$ cat src/hw/fps_map.vh
`ifndef FPS_MAP_VH
`define FPS_MAP_VH
// ----------------------------------------
// Command bytes
// ----------------------------------------
`define FPS_CMD_READ 8'h00
`define FPS_CMD_ERASE_SETUP 8'h20
`define FPS_CMD_PROG_SETUP 8'h40
`define FPS_CMD_ERASE_VERIFY 8'hA0
`define FPS_CMD_PROG_VERIFY 8'hC0
`define FPS_CMD_RESET 8'hFF
// ----------------------------------------
// Data patterns
// ----------------------------------------
`define FPS_DATA_ERASED 8'hFF
`define FPS_DATA_ZERO 8'h00
// ----------------------------------------
// Timing, 50 MHz system clock
// ----------------------------------------
`define FPS_CLK_MHZ 50
`define FPS_PROG_PULSE_US 10
`define FPS_PROG_PULSE_CYC (`FPS_PROG_PULSE_US * `FPS_CLK_MHZ)
`define FPS_ERASE_PULSE_MS 10
`define FPS_ERASE_PULSE_CYC (`FPS_ERASE_PULSE_MS * 1000 * `FPS_CLK_MHZ)
`define FPS_MAX_PROG_TRIES 25
// ----------------------------------------
// Bus cycle phase and supply settle lengths in clocks
// ----------------------------------------
`define FPS_BUS_SETUP_CYC 2
`define FPS_BUS_STROBE_CYC 4
`define FPS_BUS_HOLD_CYC 2
`define FPS_VPP_SETTLE_CYC 100
// ----------------------------------------
// Failure codes
// ----------------------------------------
`define FPS_ERR_NONE 2'h0
`define FPS_ERR_PROG 2'h1
`define FPS_ERR_ERASE 2'h2
`endif

$ cat src/hw/fps_bus_cycle.v
`include "fps_map.vh"
// One write or read cycle on the asynchronous memory bus
module fps_bus_cycle #(
    parameter AW = 17
) (
    // Clock and reset
    input wire clk_sys,
    input wire rst_n,
    // Request from sequencer
    input wire req,
    input wire wr,
    input wire [AW-1:0] addr,
    input wire [7:0] wdata,
    output wire done,
    output reg [7:0] rdata_q,
    // Memory pins
    output reg [AW-1:0] mem_addr_q,
    output reg [7:0] mem_dq_out_q,
    output reg mem_dq_oe_q,
    input wire [7:0] mem_dq_in,
    output reg mem_ce_n_q,
    output reg mem_we_n_q,
    output reg mem_oe_n_q
);
    // ----------------------------------------
    // Phase machine
    // ----------------------------------------
    localparam P_IDLE = 2'd0;
    localparam P_SETUP = 2'd1;
    localparam P_STROBE = 2'd2;
    localparam P_HOLD = 2'd3;
    localparam integer SETUP_M1 = `FPS_BUS_SETUP_CYC - 1; // Set-up clocks less one
    localparam integer STROBE_M1 = `FPS_BUS_STROBE_CYC - 1; // Strobe clocks less one
    localparam integer HOLD_M1 = `FPS_BUS_HOLD_CYC - 1; // Hold clocks less one
    reg [1:0] ph_q; // Current phase
    reg [3:0] cnt_q; // Phase cycle counter
    reg wr_q; // Latched direction
    reg [7:0] dq_s1_q; // Read data sync stage 1
    reg [7:0] dq_s2_q; // Read data sync stage 2
    assign done = (ph_q == P_HOLD) && (cnt_q == 4'd0);
    // Read data synchroniser
    always @(posedge clk_sys or negedge rst_n) begin
        if (!rst_n) begin
            dq_s1_q <= 8'h00;
            dq_s2_q <= 8'h00;
        end else begin
            dq_s1_q <= mem_dq_in;
            dq_s2_q <= dq_s1_q;
        end
    end
    // Strobe sequencing; writes need select and write strobe low together
    always @(posedge clk_sys or negedge rst_n) begin
        if (!rst_n) begin
            ph_q <= P_IDLE;
            cnt_q <= 4'd0;
            wr_q <= 1'b0;
            rdata_q <= 8'h00;
            mem_addr_q <= {AW{1'b0}};
            mem_dq_out_q <= 8'h00;
            mem_dq_oe_q <= 1'b0;
            mem_ce_n_q <= 1'b1;
            mem_we_n_q <= 1'b1;
            mem_oe_n_q <= 1'b1;
        end else begin
            case (ph_q)
                P_IDLE: begin
                    if (req) begin
                        // Address and data settle before strobes
                        mem_addr_q <= addr;
                        mem_dq_out_q <= wdata;
                        mem_dq_oe_q <= wr;
                        wr_q <= wr;
                        mem_ce_n_q <= 1'b0;
                        cnt_q <= SETUP_M1[3:0];
                        ph_q <= P_SETUP;
                    end
                end
                P_SETUP: begin
                    if (cnt_q == 4'd0) begin
                        // Falling strobe: device latches address here
                        mem_we_n_q <= ~wr_q;
                        mem_oe_n_q <= wr_q;
                        cnt_q <= STROBE_M1[3:0];
                        ph_q <= P_STROBE;
                    end else begin
                        cnt_q <= cnt_q - 4'd1;
                    end
                end
                P_STROBE: begin
                    if (cnt_q == 4'd0) begin
                        // Rising strobe: device latches data here
                        if (!wr_q) begin
                            rdata_q <= dq_s2_q;
                        end
                        mem_we_n_q <= 1'b1;
                        mem_oe_n_q <= 1'b1;
                        cnt_q <= HOLD_M1[3:0];
                        ph_q <= P_HOLD;
                    end else begin
                        cnt_q <= cnt_q - 4'd1;
                    end
                end
                P_HOLD: begin
                    if (cnt_q == 4'd0) begin
                        // Release bus, chip deselected inhibits writes
                        mem_ce_n_q <= 1'b1;
                        mem_dq_oe_q <= 1'b0;
                        ph_q <= P_IDLE;
                    end else begin
                        cnt_q <= cnt_q - 4'd1;
                    end
                end
                default: begin
                    ph_q <= P_IDLE;
                end
            endcase
        end
    end
endmodule

$ cat src/hw/fps_sequencer.v
`include "fps_map.vh"
module fps_sequencer #(
    parameter AW = 17,
    parameter ERASE_PULSE_CYC = `FPS_ERASE_PULSE_CYC,
    parameter MAX_ERASE_PULSES = 1000
) (
    // Clock and reset
    input wire clk_sys,
    input wire rst_n,
    // Operation requests
    input wire op_prog,
    input wire op_erase,
    input wire op_abort,
    input wire [AW-1:0] op_addr,
    input wire [7:0] op_data,
    output wire op_ready,
    output reg op_done_q,
    output reg [1:0] op_err_q,
    output reg [AW-1:0] op_fail_addr_q,
    output reg erase_skipped_q,
    // Memory pins
    output wire [AW-1:0] mem_addr,
    output wire [7:0] mem_dq_out,
    output wire mem_dq_oe,
    input wire [7:0] mem_dq_in,
    output wire mem_ce_n,
    output wire mem_we_n,
    output wire mem_oe_n,
    output reg mem_vpp_en_q
);
    // ----------------------------------------
    // States
    // ----------------------------------------
    localparam S_IDLE = 5'd0;
    localparam S_VPP_UP = 5'd1;
    localparam S_P_SETUP = 5'd2;
    localparam S_P_WRITE = 5'd3;
    localparam S_P_PULSE = 5'd4;
    localparam S_P_VCMD = 5'd5;
    localparam S_P_VREAD = 5'd6;
    localparam S_P_CHECK = 5'd7;
    localparam S_E_SCAN = 5'd8;
    localparam S_E_SCHK = 5'd9;
    localparam S_E_SETUP = 5'd10;
    localparam S_E_GO = 5'd11;
    localparam S_E_PULSE = 5'd12;
    localparam S_E_VCMD = 5'd13;
    localparam S_E_VREAD = 5'd14;
    localparam S_E_CHECK = 5'd15;
    localparam S_AB_1 = 5'd16;
    localparam S_AB_2 = 5'd17;
    localparam S_RD_CMD = 5'd18;
    localparam S_FINISH = 5'd19;
    localparam [AW-1:0] LAST_ADDR = {AW{1'b1}};
    localparam [5:0] MAX_TRIES = `FPS_MAX_PROG_TRIES;
    localparam [25:0] PPULSE = `FPS_PROG_PULSE_CYC;
    localparam [25:0] EPULSE = ERASE_PULSE_CYC;
    localparam [25:0] VSETTLE = `FPS_VPP_SETTLE_CYC;
    localparam [31:0] MAX_EPULSES = MAX_ERASE_PULSES; // Erase pulse budget
    // ----------------------------------------
    // Registers
    // ----------------------------------------
    reg [4:0] st_q; // Sequencer state
    reg [4:0] ret_q; // State after supply settles
    reg issued_q; // Bus cycle in flight
    reg [25:0] tmr_q; // Pulse timer
    reg [5:0] tries_q; // Program attempts this byte
    reg [9:0] epulses_q; // Erase pulses spent
    reg [AW-1:0] addr_q; // Working address
    reg [7:0] data_q; // Target byte
    reg preprog_q; // Pre-programming pass of erase
    reg aborting_q; // Abort requested mid sequence
    reg [AW-1:0] resume_q; // Last verified erase address
    // Bus request
    reg bus_req; // Start a bus cycle
    reg bus_wr; // Write direction
    reg [AW-1:0] bus_addr; // Cycle address
    reg [7:0] bus_wdata; // Cycle data
    wire bus_done; // Cycle complete
    wire [7:0] bus_rdata; // Captured read data
    assign op_ready = (st_q == S_IDLE);
    // ----------------------------------------
    // Bus cycle engine
    // ----------------------------------------
    fps_bus_cycle #(
        .AW(AW)
    ) u_bus (
        .clk_sys(clk_sys),
        .rst_n(rst_n),
        .req(bus_req),
        .wr(bus_wr),
        .addr(bus_addr),
        .wdata(bus_wdata),
        .done(bus_done),
        .rdata_q(bus_rdata),
        .mem_addr_q(mem_addr),
        .mem_dq_out_q(mem_dq_out),
        .mem_dq_oe_q(mem_dq_oe),
        .mem_dq_in(mem_dq_in),
        .mem_ce_n_q(mem_ce_n),
        .mem_we_n_q(mem_we_n),
        .mem_oe_n_q(mem_oe_n)
    );
    // ----------------------------------------
    // Bus request per state
    // ----------------------------------------
    always @* begin
        bus_req = 1'b0;
        bus_wr = 1'b1;
        bus_addr = {AW{1'b0}};
        bus_wdata = 8'h00;
        case (st_q)
            S_P_SETUP: begin
                bus_wdata = `FPS_CMD_PROG_SETUP;
            end
            S_P_WRITE: begin
                // Address and data of the byte to program
                bus_addr = addr_q;
                bus_wdata = data_q;
            end
            S_P_VCMD: begin
                bus_wdata = `FPS_CMD_PROG_VERIFY;
            end
            S_P_VREAD, S_E_VREAD, S_E_SCAN: begin
                bus_wr = 1'b0;
                bus_addr = addr_q;
            end
            S_E_SETUP, S_E_GO: begin
                bus_wdata = `FPS_CMD_ERASE_SETUP;
            end
            S_E_VCMD: begin
                bus_addr = addr_q;
                bus_wdata = `FPS_CMD_ERASE_VERIFY;
            end
            S_AB_1, S_AB_2: begin
                bus_wdata = `FPS_CMD_RESET;
            end
            S_RD_CMD: begin
                bus_wdata = `FPS_CMD_READ;
            end
            default: begin
                bus_wdata = 8'h00;
            end
        endcase
        case (st_q)
            S_P_SETUP, S_P_WRITE, S_P_VCMD, S_P_VREAD, S_E_VREAD, S_E_SCAN,
            S_E_SETUP, S_E_GO, S_E_VCMD, S_AB_1, S_AB_2, S_RD_CMD: begin
                bus_req = !issued_q;
            end
            default: begin
                bus_req = 1'b0;
            end
        endcase
    end
    // ----------------------------------------
    // Sequencer
    // ----------------------------------------
    always @(posedge clk_sys or negedge rst_n) begin
        if (!rst_n) begin
            st_q <= S_IDLE;
            ret_q <= S_IDLE;
            issued_q <= 1'b0;
            tmr_q <= 26'd0;
            tries_q <= 6'd0;
            epulses_q <= 10'd0;
            addr_q <= {AW{1'b0}};
            data_q <= 8'h00;
            preprog_q <= 1'b0;
            aborting_q <= 1'b0;
            resume_q <= {AW{1'b0}};
            op_done_q <= 1'b0;
            op_err_q <= `FPS_ERR_NONE;
            op_fail_addr_q <= {AW{1'b0}};
            erase_skipped_q <= 1'b0;
            mem_vpp_en_q <= 1'b0;
        end else begin
            op_done_q <= 1'b0;
            if (bus_req) begin
                issued_q <= 1'b1;
            end else if (bus_done) begin
                issued_q <= 1'b0;
            end
            // Abort may land while a set-up is pending
            if (op_abort && st_q != S_IDLE) begin
                aborting_q <= 1'b1;
            end
            case (st_q)
                S_IDLE: begin
                    aborting_q <= 1'b0;
                    if (op_prog) begin
                        addr_q <= op_addr;
                        data_q <= op_data;
                        preprog_q <= 1'b0;
                        op_err_q <= `FPS_ERR_NONE;
                        ret_q <= S_P_SETUP;
                        mem_vpp_en_q <= 1'b1;
                        tmr_q <= VSETTLE;
                        st_q <= S_VPP_UP;
                    end else if (op_erase) begin
                        addr_q <= {AW{1'b0}};
                        op_err_q <= `FPS_ERR_NONE;
                        erase_skipped_q <= 1'b0;
                        st_q <= S_E_SCAN;
                    end
                end
                S_VPP_UP: begin
                    if (tmr_q == 26'd0) begin
                        tries_q <= 6'd0;
                        st_q <= ret_q;
                    end else begin
                        tmr_q <= tmr_q - 26'd1;
                    end
                end
                S_P_SETUP: begin
                    if (issued_q && bus_done) begin
                        // Abort only between set-up and execute
                        st_q <= aborting_q ? S_AB_1 : S_P_WRITE;
                    end
                end
                S_P_WRITE: begin
                    if (issued_q && bus_done) begin
                        tries_q <= tries_q + 6'd1;
                        tmr_q <= PPULSE;
                        st_q <= S_P_PULSE;
                    end
                end
                S_P_PULSE: begin
                    // Pulse timed from write to verify command
                    if (tmr_q == 26'd0) begin
                        st_q <= S_P_VCMD;
                    end else begin
                        tmr_q <= tmr_q - 26'd1;
                    end
                end
                S_P_VCMD: begin
                    if (issued_q && bus_done) begin
                        st_q <= S_P_VREAD;
                    end
                end
                S_P_VREAD: begin
                    if (issued_q && bus_done) begin
                        st_q <= S_P_CHECK;
                    end
                end
                S_P_CHECK: begin
                    if (bus_rdata == data_q) begin
                        if (preprog_q && addr_q != LAST_ADDR) begin
                            // Next byte of the zero pass
                            addr_q <= addr_q + {{(AW-1){1'b0}}, 1'b1};
                            tries_q <= 6'd0;
                            st_q <= S_P_SETUP;
                        end else if (preprog_q) begin
                            addr_q <= {AW{1'b0}};
                            resume_q <= {AW{1'b0}};
                            epulses_q <= 10'd0;
                            st_q <= S_E_SETUP;
                        end else begin
                            st_q <= S_RD_CMD;
                        end
                    end else if (tries_q >= MAX_TRIES) begin
                        // Out of attempts: report and stop
                        op_err_q <= `FPS_ERR_PROG;
                        op_fail_addr_q <= addr_q;
                        st_q <= S_RD_CMD;
                    end else begin
                        st_q <= S_P_SETUP;
                    end
                end
                S_E_SCAN: begin
                    if (issued_q && bus_done) begin
                        st_q <= S_E_SCHK;
                    end
                end
                S_E_SCHK: begin
                    if (bus_rdata != `FPS_DATA_ERASED) begin
                        // Not blank: pre-program whole array to zero
                        addr_q <= {AW{1'b0}};
                        data_q <= `FPS_DATA_ZERO;
                        preprog_q <= 1'b1;
                        ret_q <= S_P_SETUP;
                        mem_vpp_en_q <= 1'b1;
                        tmr_q <= VSETTLE;
                        st_q <= S_VPP_UP;
                    end else if (addr_q == LAST_ADDR) begin
                        erase_skipped_q <= 1'b1;
                        op_done_q <= 1'b1;
                        st_q <= S_IDLE;
                    end else begin
                        addr_q <= addr_q + {{(AW-1){1'b0}}, 1'b1};
                        st_q <= S_E_SCAN;
                    end
                end
                S_E_SETUP: begin
                    if (issued_q && bus_done) begin
                        st_q <= aborting_q ? S_AB_1 : S_E_GO;
                    end
                end
                S_E_GO: begin
                    if (issued_q && bus_done) begin
                        epulses_q <= epulses_q + 10'd1;
                        tmr_q <= EPULSE;
                        st_q <= S_E_PULSE;
                    end
                end
                S_E_PULSE: begin
                    if (tmr_q == 26'd0) begin
                        addr_q <= resume_q;
                        st_q <= S_E_VCMD;
                    end else begin
                        tmr_q <= tmr_q - 26'd1;
                    end
                end
                S_E_VCMD: begin
                    if (issued_q && bus_done) begin
                        st_q <= S_E_VREAD;
                    end
                end
                S_E_VREAD: begin
                    if (issued_q && bus_done) begin
                        st_q <= S_E_CHECK;
                    end
                end
                S_E_CHECK: begin
                    if (bus_rdata == `FPS_DATA_ERASED) begin
                        resume_q <= addr_q;
                        if (addr_q == LAST_ADDR) begin
                            st_q <= S_RD_CMD;
                        end else begin
                            addr_q <= addr_q + {{(AW-1){1'b0}}, 1'b1};
                            st_q <= S_E_VCMD;
                        end
                    end else if ({22'd0, epulses_q} >= MAX_EPULSES) begin
                        op_err_q <= `FPS_ERR_ERASE;
                        op_fail_addr_q <= addr_q;
                        st_q <= S_RD_CMD;
                    end else begin
                        st_q <= S_E_SETUP;
                    end
                end
                S_AB_1: begin
                    if (issued_q && bus_done) begin
                        st_q <= S_AB_2;
                    end
                end
                S_AB_2: begin
                    if (issued_q && bus_done) begin
                        st_q <= S_RD_CMD;
                    end
                end
                S_RD_CMD: begin
                    if (issued_q && bus_done) begin
                        st_q <= S_FINISH;
                    end
                end
                S_FINISH: begin
                    mem_vpp_en_q <= 1'b0;
                    op_done_q <= 1'b1;
                    st_q <= S_IDLE;
                end
                default: begin
                    st_q <= S_IDLE;
                end
            endcase
        end
    end
endmodule

$ cat config.mk
export PLATFORM = sky130hd
export DESIGN_NAME = fps_sequencer
export DESIGN_NICKNAME = d
export VERILOG_FILES = /design/src/hw/fps_bus_cycle.v /design/src/hw/fps_sequencer.v
export VERILOG_INCLUDE_DIRS = /design/src /design/src/hw
export SDC_FILE = /design/constraint.sdc
export NUM_CORES = 1
export LEC_CHECK = 0
export BUFFER_PORTS_ARGS = -buffer_cell sky130_fd_sc_hd__buf_2
export CAP_MARGIN = 20
export CORE_ASPECT_RATIO = 0.8
export CORE_MARGIN = 8
export CORE_UTILIZATION = 26
export DETAILED_ROUTE_END_ITERATION = 16
export SYNTH_ARGS = -nofsm -noshare
export SYNTH_HDL_FRONTEND = slang
export SYNTH_HIERARCHICAL = 1
export SYNTH_SLANG_ARGS = --single-unit
$ cat constraint.sdc
create_clock -name clk_sys -period 6.7 [get_ports clk_sys]
set_input_delay 1.005 -clock clk_sys [delete_from_list [all_inputs] [get_ports clk_sys]]
set_output_delay 1.005 -clock clk_sys [all_outputs]
set_load 0.01 [all_outputs]
## Word level (Yosys, flattened, before mapping)

Cells that the tools add are included.

- $add $sub $neg: 5
- Magnitude comparators: 2
- Equal/unequal tests: 65
- Multiplexer cells: 118
- Bitwise logic cells: 1
- Reductions and logical operators: 45

Operator list:

| cell | number |
|---|---|
| $mux 17 | 17 |
| $mux 5 | 28 |
| $mux 26 | 5 |
| $pmux 26 s5 | 1 |
| $pmux 5 s19 | 1 |
| $pmux 17 s5 | 1 |
| $ne 2x2->1 const B | 34 |
| $pmux 17 s2 | 2 |
| $pmux 8 s6 | 1 |
| $eq 5x4->1 const B | 8 |
| $mux 10 | 4 |
| $logic_not 26->1 | 1 |
| $sub 26x1->26 const B | 1 |
| $reduce_and 5->1 | 5 |
| $mux 4 | 6 |
| $mux 6 | 4 |
| $mux 1 | 21 |
| $eq 5x3->1 const B | 4 |
| $eq 5x5->1 const B | 4 |
| $mux 2 | 10 |
| $pmux 10 s2 | 1 |
| $pmux 6 s3 | 1 |
| $reduce_and 6->1 | 3 |
| $add 17x1->17 const B | 1 |
| 41 further kinds | 72 |

- Register bits after elaboration: 179
- Bits of input ports: 38
- Output and inout port bits: 52

## Depth between registers and ports, before layout

Gate-level depths: netlist of the first run.

- Word-level depth: 5
- Depth in mapped cells: 12
- Depth with buffers taken out: 11

## Modules after synthesis

The synthesis of the first run kept the hierarchy.

By module, submodules not included:

| module | times used | cells each | area each (sq um) | seq. area each (sq um) |
|---|---|---|---|---|
| fps_sequencer | 1 | 801 | 6986.7 | 2877.8 |
| fps_bus_cycle | 1 | 157 | 2329.7 | 1505.2 |

## Worst setup path after synthesis of the first run

No wires, ideal clock.

- Kind: flip-flop to flip-flop
- From: reg addr_q[2]
- To: reg addr_q[7]
- Setup time: 0.082 ns
- Arrival time: 2.722 ns
- Required time: 6.618 ns
- Slack: 3.896 ns
- Cell stages (with the launch flop): 13
- Path buffers: 2
- Cells stage by stage: dfrtp_1 -> clkbuf_1 -> nand3_1 -> nor2_1 -> and3_1 -> and4_1 -> ha_1 -> and3b_1 -> nand4_1 -> nand2_1 -> clkbuf_1 -> o21ai_0 -> a31oi_1

- Cells in the longest elaborated chain, start to end: 5

Ends and longest elaborated chain:

| what | line | RTL |
|---|---|---|
| from (decl) | fps_sequencer.v:69 | `reg [AW-1:0] addr_q;` |
| from (signal assigned) | fps_sequencer.v:166 | `addr_q <= {AW{1'b0}};` |
| from (signal assigned) | fps_sequencer.v:191 | `addr_q <= op_addr;` |
| from (signal assigned) | fps_sequencer.v:200 | `addr_q <= {AW{1'b0}};` |
| parallel branches: the longest is 5 deep, another holds $add 17x1->17 | n/a |  |

Parallel ways; which one is timed is not known. The select of a mux whose other input is x is not followed.
A chain may end at the register's enable or synchronous reset.

## Worst setup path in the final report of the first run

- From: reg addr_q[2]
- To: reg addr_q[4]

Same word-level chain as after synthesis.

==> results of run 1 <==
## logic make-up after synthesis
kind of cell | count (synthesis) | synth area share, %
AND/OR/NAND/NOR | 351 | 20.1
AO/OA/AOI/OAI | 251 | 17.8
flip-flops | 175 | 47.0
buffers and inverters | 86 | 3.79
multiplexers | 62 | 7.41
adder cells (fa/ha/maj) | 17 | 2.28
XOR/XNOR | 16 | 1.50
## cell usage after synthesis, drive strengths merged (6+ instances only)
cell type and n:
a21o 8, clkbuf 33, nand4 15, a21oi 44, o211ai 9, a221oi 6, and3 6, a22o 6
or4 16, nor2 63, dfrtp 172, nor2b 9, o21ai 60, mux2i 6, buf 20, a22oi 11
nand2 96, and2 22, or3 9, nand3 37, a31oi 24, inv 32, nand2b 13, mux2 56
o22ai 6, xnor2 16, o31ai 31, ha 17, nor4 13, and4 6, nor3 24
## critical path: cells and delay by family (launching register included)
kind / cells / cell delay, ns
simple gates: 8 / 2.13
flops: 1 / 0.53
fa+ha+maj: 1 / 0.53
compound gates: 1 / 0.20
mux: 1 / 0.16
## registers in the layout (all words and copies together) (netlist names), 10 cells and up
signal / cells
resume_q: 17
epulses_q: 10
u_bus/mem_addr_q: 17
tmr_q: 26
op_fail_addr_q: 17
addr_q: 17
## routing by layer
layer	vias to the layer above	share of wire (%)
met3	17	5.5
li1	3672	-
met1	3857	51
met2	246	43
met5	-	0
met4	0	1.2
## power by group
part	switching [W]	total, W	internal (W)	leakage [nW]
Clock	0.000475	0.00105	0.000571	0.298
Sequential	0.000267	0.00152	0.00125	2.28
Combinational	0.000951	0.00152	0.000573	2.11
## worst max-delay path by stage
stage	from	to	cells past startpoint
after global placement	addr_q[2]	addr_q[4]	11
after detailed placement	addr_q[2]	addr_q[4]	11
after global routing	addr_q[2]	addr_q[4]	11
final	addr_q[2]	addr_q[4]	11
after CTS	addr_q[2]	addr_q[4]	11
after floorplan	addr_q[2]	addr_q[7]	12
## layout make-up
type                       instances  area share (%)
multi-input combinational        697            42.2
sequential                       175            40.3
tap                              480            5.52
timing repair buffer             103            5.12
clock buffer                      17            3.91
clock inverter                    15            1.81
inverter                          33            1.14
## per-stage QoR
stage | worst slack, ns | instances | hold WS, ns
after global placement | 3.36 | 1486 | 0.335
final | 3.08 | 1520 | 0.352
after CTS | 3.19 | 1519 | 0.354
after floorplan | 3.90 | 958 | 0.331
after detailed placement | 3.21 | 1487 | 0.337
after global routing | 2.81 | 1520 | 0.360
==> impl_metrics.yaml, run 1 <==
status:
  status: "finished clean"
cells_and_area:
  final_cell_mix: "dfrtp_1 (172), nand2_1 (94), buf_2 (88)"
  layout.nets: 1082
  antenna_cells: 0
  utilization_pct: 30.5
  syn2layout_area_growth_pct: 16.7
  multi_input_area_mm2: 0.00459
  fin_area_mm2: 0.0109
  nFillCells: 3679
  layout_commonest_cell: "dfrtp_1"
  layout-drive-gt1-share_pct: 20.7
  seqCellArea_mm2: 0.00438
clocking:
  cts_made_buffers: 17
  cts_tree: "built"
  clk_path_buf_depth: 2
  cts_setup_buffers: 0
  root_buffer: "clkbuf_16"
  clk_latency_ns: 0.44
  hold_buffers: 0
  htree_levels: 4
  cts_resized: 0
  cts.sinks: 175
  clk_pin_slew_worst_paths_ns: 0.07
sta:
  maxSlewHeadroom_pct: 29.7
  worstMarginPinSlew_ns: 1.05
  slew_violations: 0
  fin_setup_tns_ns: 0
  skew_ns: 0.0140
  max_freq_mhz: 276
  setup_viol: 0
  hold_violations: 0
  fin_crit_ns: 3.62
  rsz0062_at_grt: "false"
  final.period_utilization_pct: 54.0
routing:
  avgRoutedWirePerCell_um: 17.4
  vias: 7792
  viasPerCell: 5.13
  drc: 0
  first_pass_iters: 5
  postRouteAntennaNets: 0
  drt_iter0_drc: 813
  wirelength_mm: 26.5
floorplan:
  die_w_um: 228
  initial_core_util_pct: 26.2
  ios: 90
  die_area_mm2: 0.0422
  row_count: 62
  fp.dieH_um: 185
  coreArea_mm2: 0.0356
worst_setup_path:
  max_stage_delay_ns: 0.53
  cp_data_required_time_ns: 7.07
  ff2ff_setup_slack_ns: 3.08
  critPathSlowestCell: "dfrtp_1"
  start_kind: "register"
  timing.rr.start: "addr_q[2]"
  path_max_fanout: 16
  reg2reg_depth: 11
  r2r_end: "addr_q[4]"
  crit_chain: "nand3_1, nor2_1, and3_1, and4_1, ha_1, and3b_1, nand4_1, nand2_1, nor3_1, o31ai_1, mux2_1"
  path_class: "register to register"
  cp-end-kind: "register"
  arrival_ns: 3.99
job:
  max-cap-violations: 0
global_route:
  antenna_found_initial: 0
  use_met2_pct: 17.7
  track_usage_pct: 12.4
  use_met1_pct: 19.0
  grt_max_degree: 79
  top_usage_layer: "met1"
  grt_pass1_wl_mm: 42.0
  grt_overflow_total: 0
  grt_pass1_vias: 7416
  grtUsageMet3_pct: 2.20
power:
  finalPower_w: 0.00409
  leakagePower_nw: 4.68
  pwr_density_cell_mw_per_mm2: 376
  ir_drop_uv: 166
synth:
  async_reset_ff_share_pct: 100
  syn_nets: 1013
  synth_top_area_share_pct: 46.2
  avgSynthCellArea_um2: 9.72
  synthTopCellsByArea: "dfrtp_1 (46%), mux2_2 (6.6%), nand2_1 (3.8%)"
  synth-seq-cells: 175
  synthFlopType: "dfrtp_1"
  netlist_area_mm2: 0.00932
  yosysTopAreaCell: "dfrtp_1"
  synth_enable_flop_cells: 0
  syn_inst: 958
  synth_seq_area_share_pct: 47.0
  ys_types: 80
  synth_warnings: 6
placed_design:
  port_buffers: 89
  placed_area_mm2: 0.0102
  dpl.hpwl_mm: 18.6
  gp_congestion: 0.864
hold_path:
  hold_class: "register to register"
  min_from: "u_bus/dq_s1_q[4]"
  holdPathStages: 0
  worst_hold_path.endpoint: "u_bus/dq_s2_q[4]"
Power figures use the tool's default switching activity.
==> run 2: changes to the inputs <==
==> constraint.sdc (replaced) <==
create_clock -name clk_sys -period 2.9 [get_ports clk_sys]
set_input_delay 0.435 -clock clk_sys [delete_from_list [all_inputs] [get_ports clk_sys]]
set_output_delay 0.435 -clock clk_sys [all_outputs]
set_load 0.01 [all_outputs]
==> run 2 against run 1 <==
Against the previous run: maximum frequency up 30%; non-clock buffer count up 49; design area up 3.6%; clock power up 120%; largest cell class unchanged; utilization up 1.1 points; first-iteration DRC count down 9.2%; register-to-register slack worse by 3.0 ns.
==> impl_metrics.yaml, run 2 (synthesis results as in run 1) <==
routing:
  viasPerCell: 5.05
  avgRoutedWirePerCell_um: 17.3
  drc: 0
  postRouteAntennaNets: 0
  first_pass_iters: 5
  drt_iter0_drc: 738
  wirelength_mm: 27.2
  vias: 7931
cells_and_area:
  layoutNonFillerInstCount: 1569
  layout_commonest_cell: "dfrtp_1"
  antenna_cells: 0
  syn2layout_area_growth_pct: 21.0
  nFillCells: 3669
  seqCellArea_mm2: 0.00438
  top_register: "tmr_q"
  utilization_pct: 31.7
  layout-drive-gt1-share_pct: 24.9
  largest_register_ffs: 26
  final_cell_mix: "dfrtp_1 (172), nand2_1 (93), buf_2 (88)"
  layout.nets: 1131
  multi_input_area_mm2: 0.00462
sta:
  slew_violations: 0
  fin_crit_ns: 2.78
  maxSlewHeadroom_pct: 53.3
  final.period_utilization_pct: 96.0
  setup_viol: 0
  worstMarginPinSlew_ns: 0.700
  hold_violations: 0
  max_freq_mhz: 359
  rsz0062_at_grt: "false"
  skew_ns: 0.0169
placed_design:
  port_buffers: 89
  dp_cells: 1537
  gp_congestion: 0.910
  dpl.hpwl_mm: 19.6
floorplan:
  coreArea_mm2: 0.0356
  die_w_um: 228
  initial_core_util_pct: 26.2
  ios: 90
  fp.dieH_um: 185
  row_count: 62
  die_area_mm2: 0.0422
clocking:
  cts_tree: "built"
  cts_made_buffers: 17
  clk_latency_ns: 0.43
  cts.sinks: 175
  cts_setup_buffers: 0
  root_buffer: "clkbuf_16"
  htree_levels: 4
  clk_pin_slew_worst_paths_ns: 0.07
  clk_path_buf_depth: 2
worst_setup_path:
  setup.worst_path.start: "addr_q[10]"
  critPathSlowestCell: "or4_1"
  path_max_fanout: 8
  arrival_ns: 3.15
  crit_chain: "and3_4, and3_1, and3_1, and4_4, ha_1, and4b_2, nand3_2, a22o_4, or4_1, a21boi_2"
  path_class: "register to register"
  max_stage_delay_ns: 0.49
  cp_data_required_time_ns: 3.26
  crit_top_cell: "and3_1"
  cp-end-kind: "register"
  start_kind: "register"
  timing.rr.start: "addr_q[10]"
job:
  max-cap-violations: 0
power:
  leakagePower_nw: 4.93
  power_switching_w: 0.00400
  seq_power_share_pct: 34.6
  p_comb_share_pct: 41.4
  pwr_density_cell_mw_per_mm2: 862
  p_clk_share_pct: 24.0
  power.internal_w: 0.00571
  ir_drop_uv: 437
  swShare_pct: 41.2
global_route:
  use_met2_pct: 18.5
  grt_overflow_total: 0
  track_usage_pct: 12.9
  grt_pass1_vias: 7706
  grtUsageMet3_pct: 3.18
  top_usage_layer: "met1"
  antenna_found_initial: 0
  use_met1_pct: 19.2
  grt_max_degree: 73
  grt_pass1_wl_mm: 43.6
status:
  status: "finished clean"
hold_path:
  hold_class: "input port to asynchronous set/reset pin"
run 2: cell type report:
cell class | instances | share of cell area (%)
Multi-Input combinational cell | 697 | 41.0
Sequential cell | 175 | 38.9
Timing Repair Buffer | 152 | 8.42
Tap cell | 480 | 5.33
Clock buffer | 17 | 3.77
Clock inverter | 15 | 1.52
Inverter | 33 | 1.10
run 2: power groups by stage:
stage               combinational (W)  sequential [W]  clock (W)
floorplan                     0.00268         0.00329          0
global placement              0.00390         0.00339          0
detailed placement            0.00395         0.00340          0
CTS                           0.00398         0.00336    0.00239
global route                  0.00443         0.00344    0.00250
finish                        0.00402         0.00336    0.00233
run 2: worst max-delay path, delay by kind of cell (launching register included):
kind	cells	cell delay [ns]
DFF	1	0.39
adders and majority gates	1	0.19
AOI/OAI and AO/OA	2	0.40
and+or+nand+nor	7	1.73
run 2: worst paths after layout:
path                                         to  slack (ns)  depth (start not counted)
setup / recovery                     tries_q[4]        0.12                         10
hold / removal             u_bus/mem_addr_q[12]        0.03                          1
setup reg to reg                     tries_q[4]        0.12                         10
hold reg to reg                u_bus/dq_s2_q[5]        0.35                          0
max in group asynchronous      u_bus/mem_ce_n_q        2.02                          2
min in group clk_sys           u_bus/dq_s1_q[3]        0.11                          1
run 2: metrics by stage:
stage	worst slack [ns]	TNS (ns)	total power, W	instance area [µm²]	hold slack, ns
after floorplan	0.0962	0	0.00598	9320	0.139
after global placement	0.0683	0	0.00729	10600	0.333
after detailed placement	-0.0229	-0.0298	0.00735	10600	0.335
after CTS	0.00119	0	0.00973	11200	0.0453
after global routing	0.0131	0	0.0104	11300	0.0709
final	0.115	0	0.00972	11300	0.0280
run 2: what timing repair did:
| item | in CTS | in global routing |
|---|---|---|
| resized for setup | 1 | 7 |
| endpoints found under the setup margin | 1 | 9 |
| hold buffers | 0 | 0 |
| pin swaps | 0 | 3 |
run 2: per-layer routing:
layer | wire, µm | share of wire, %
met5 | 0 | 0
met4 | 287 | 1.1
met3 | 1830 | 6.7
met2 | 11600 | 43
met1 | 13500 | 50
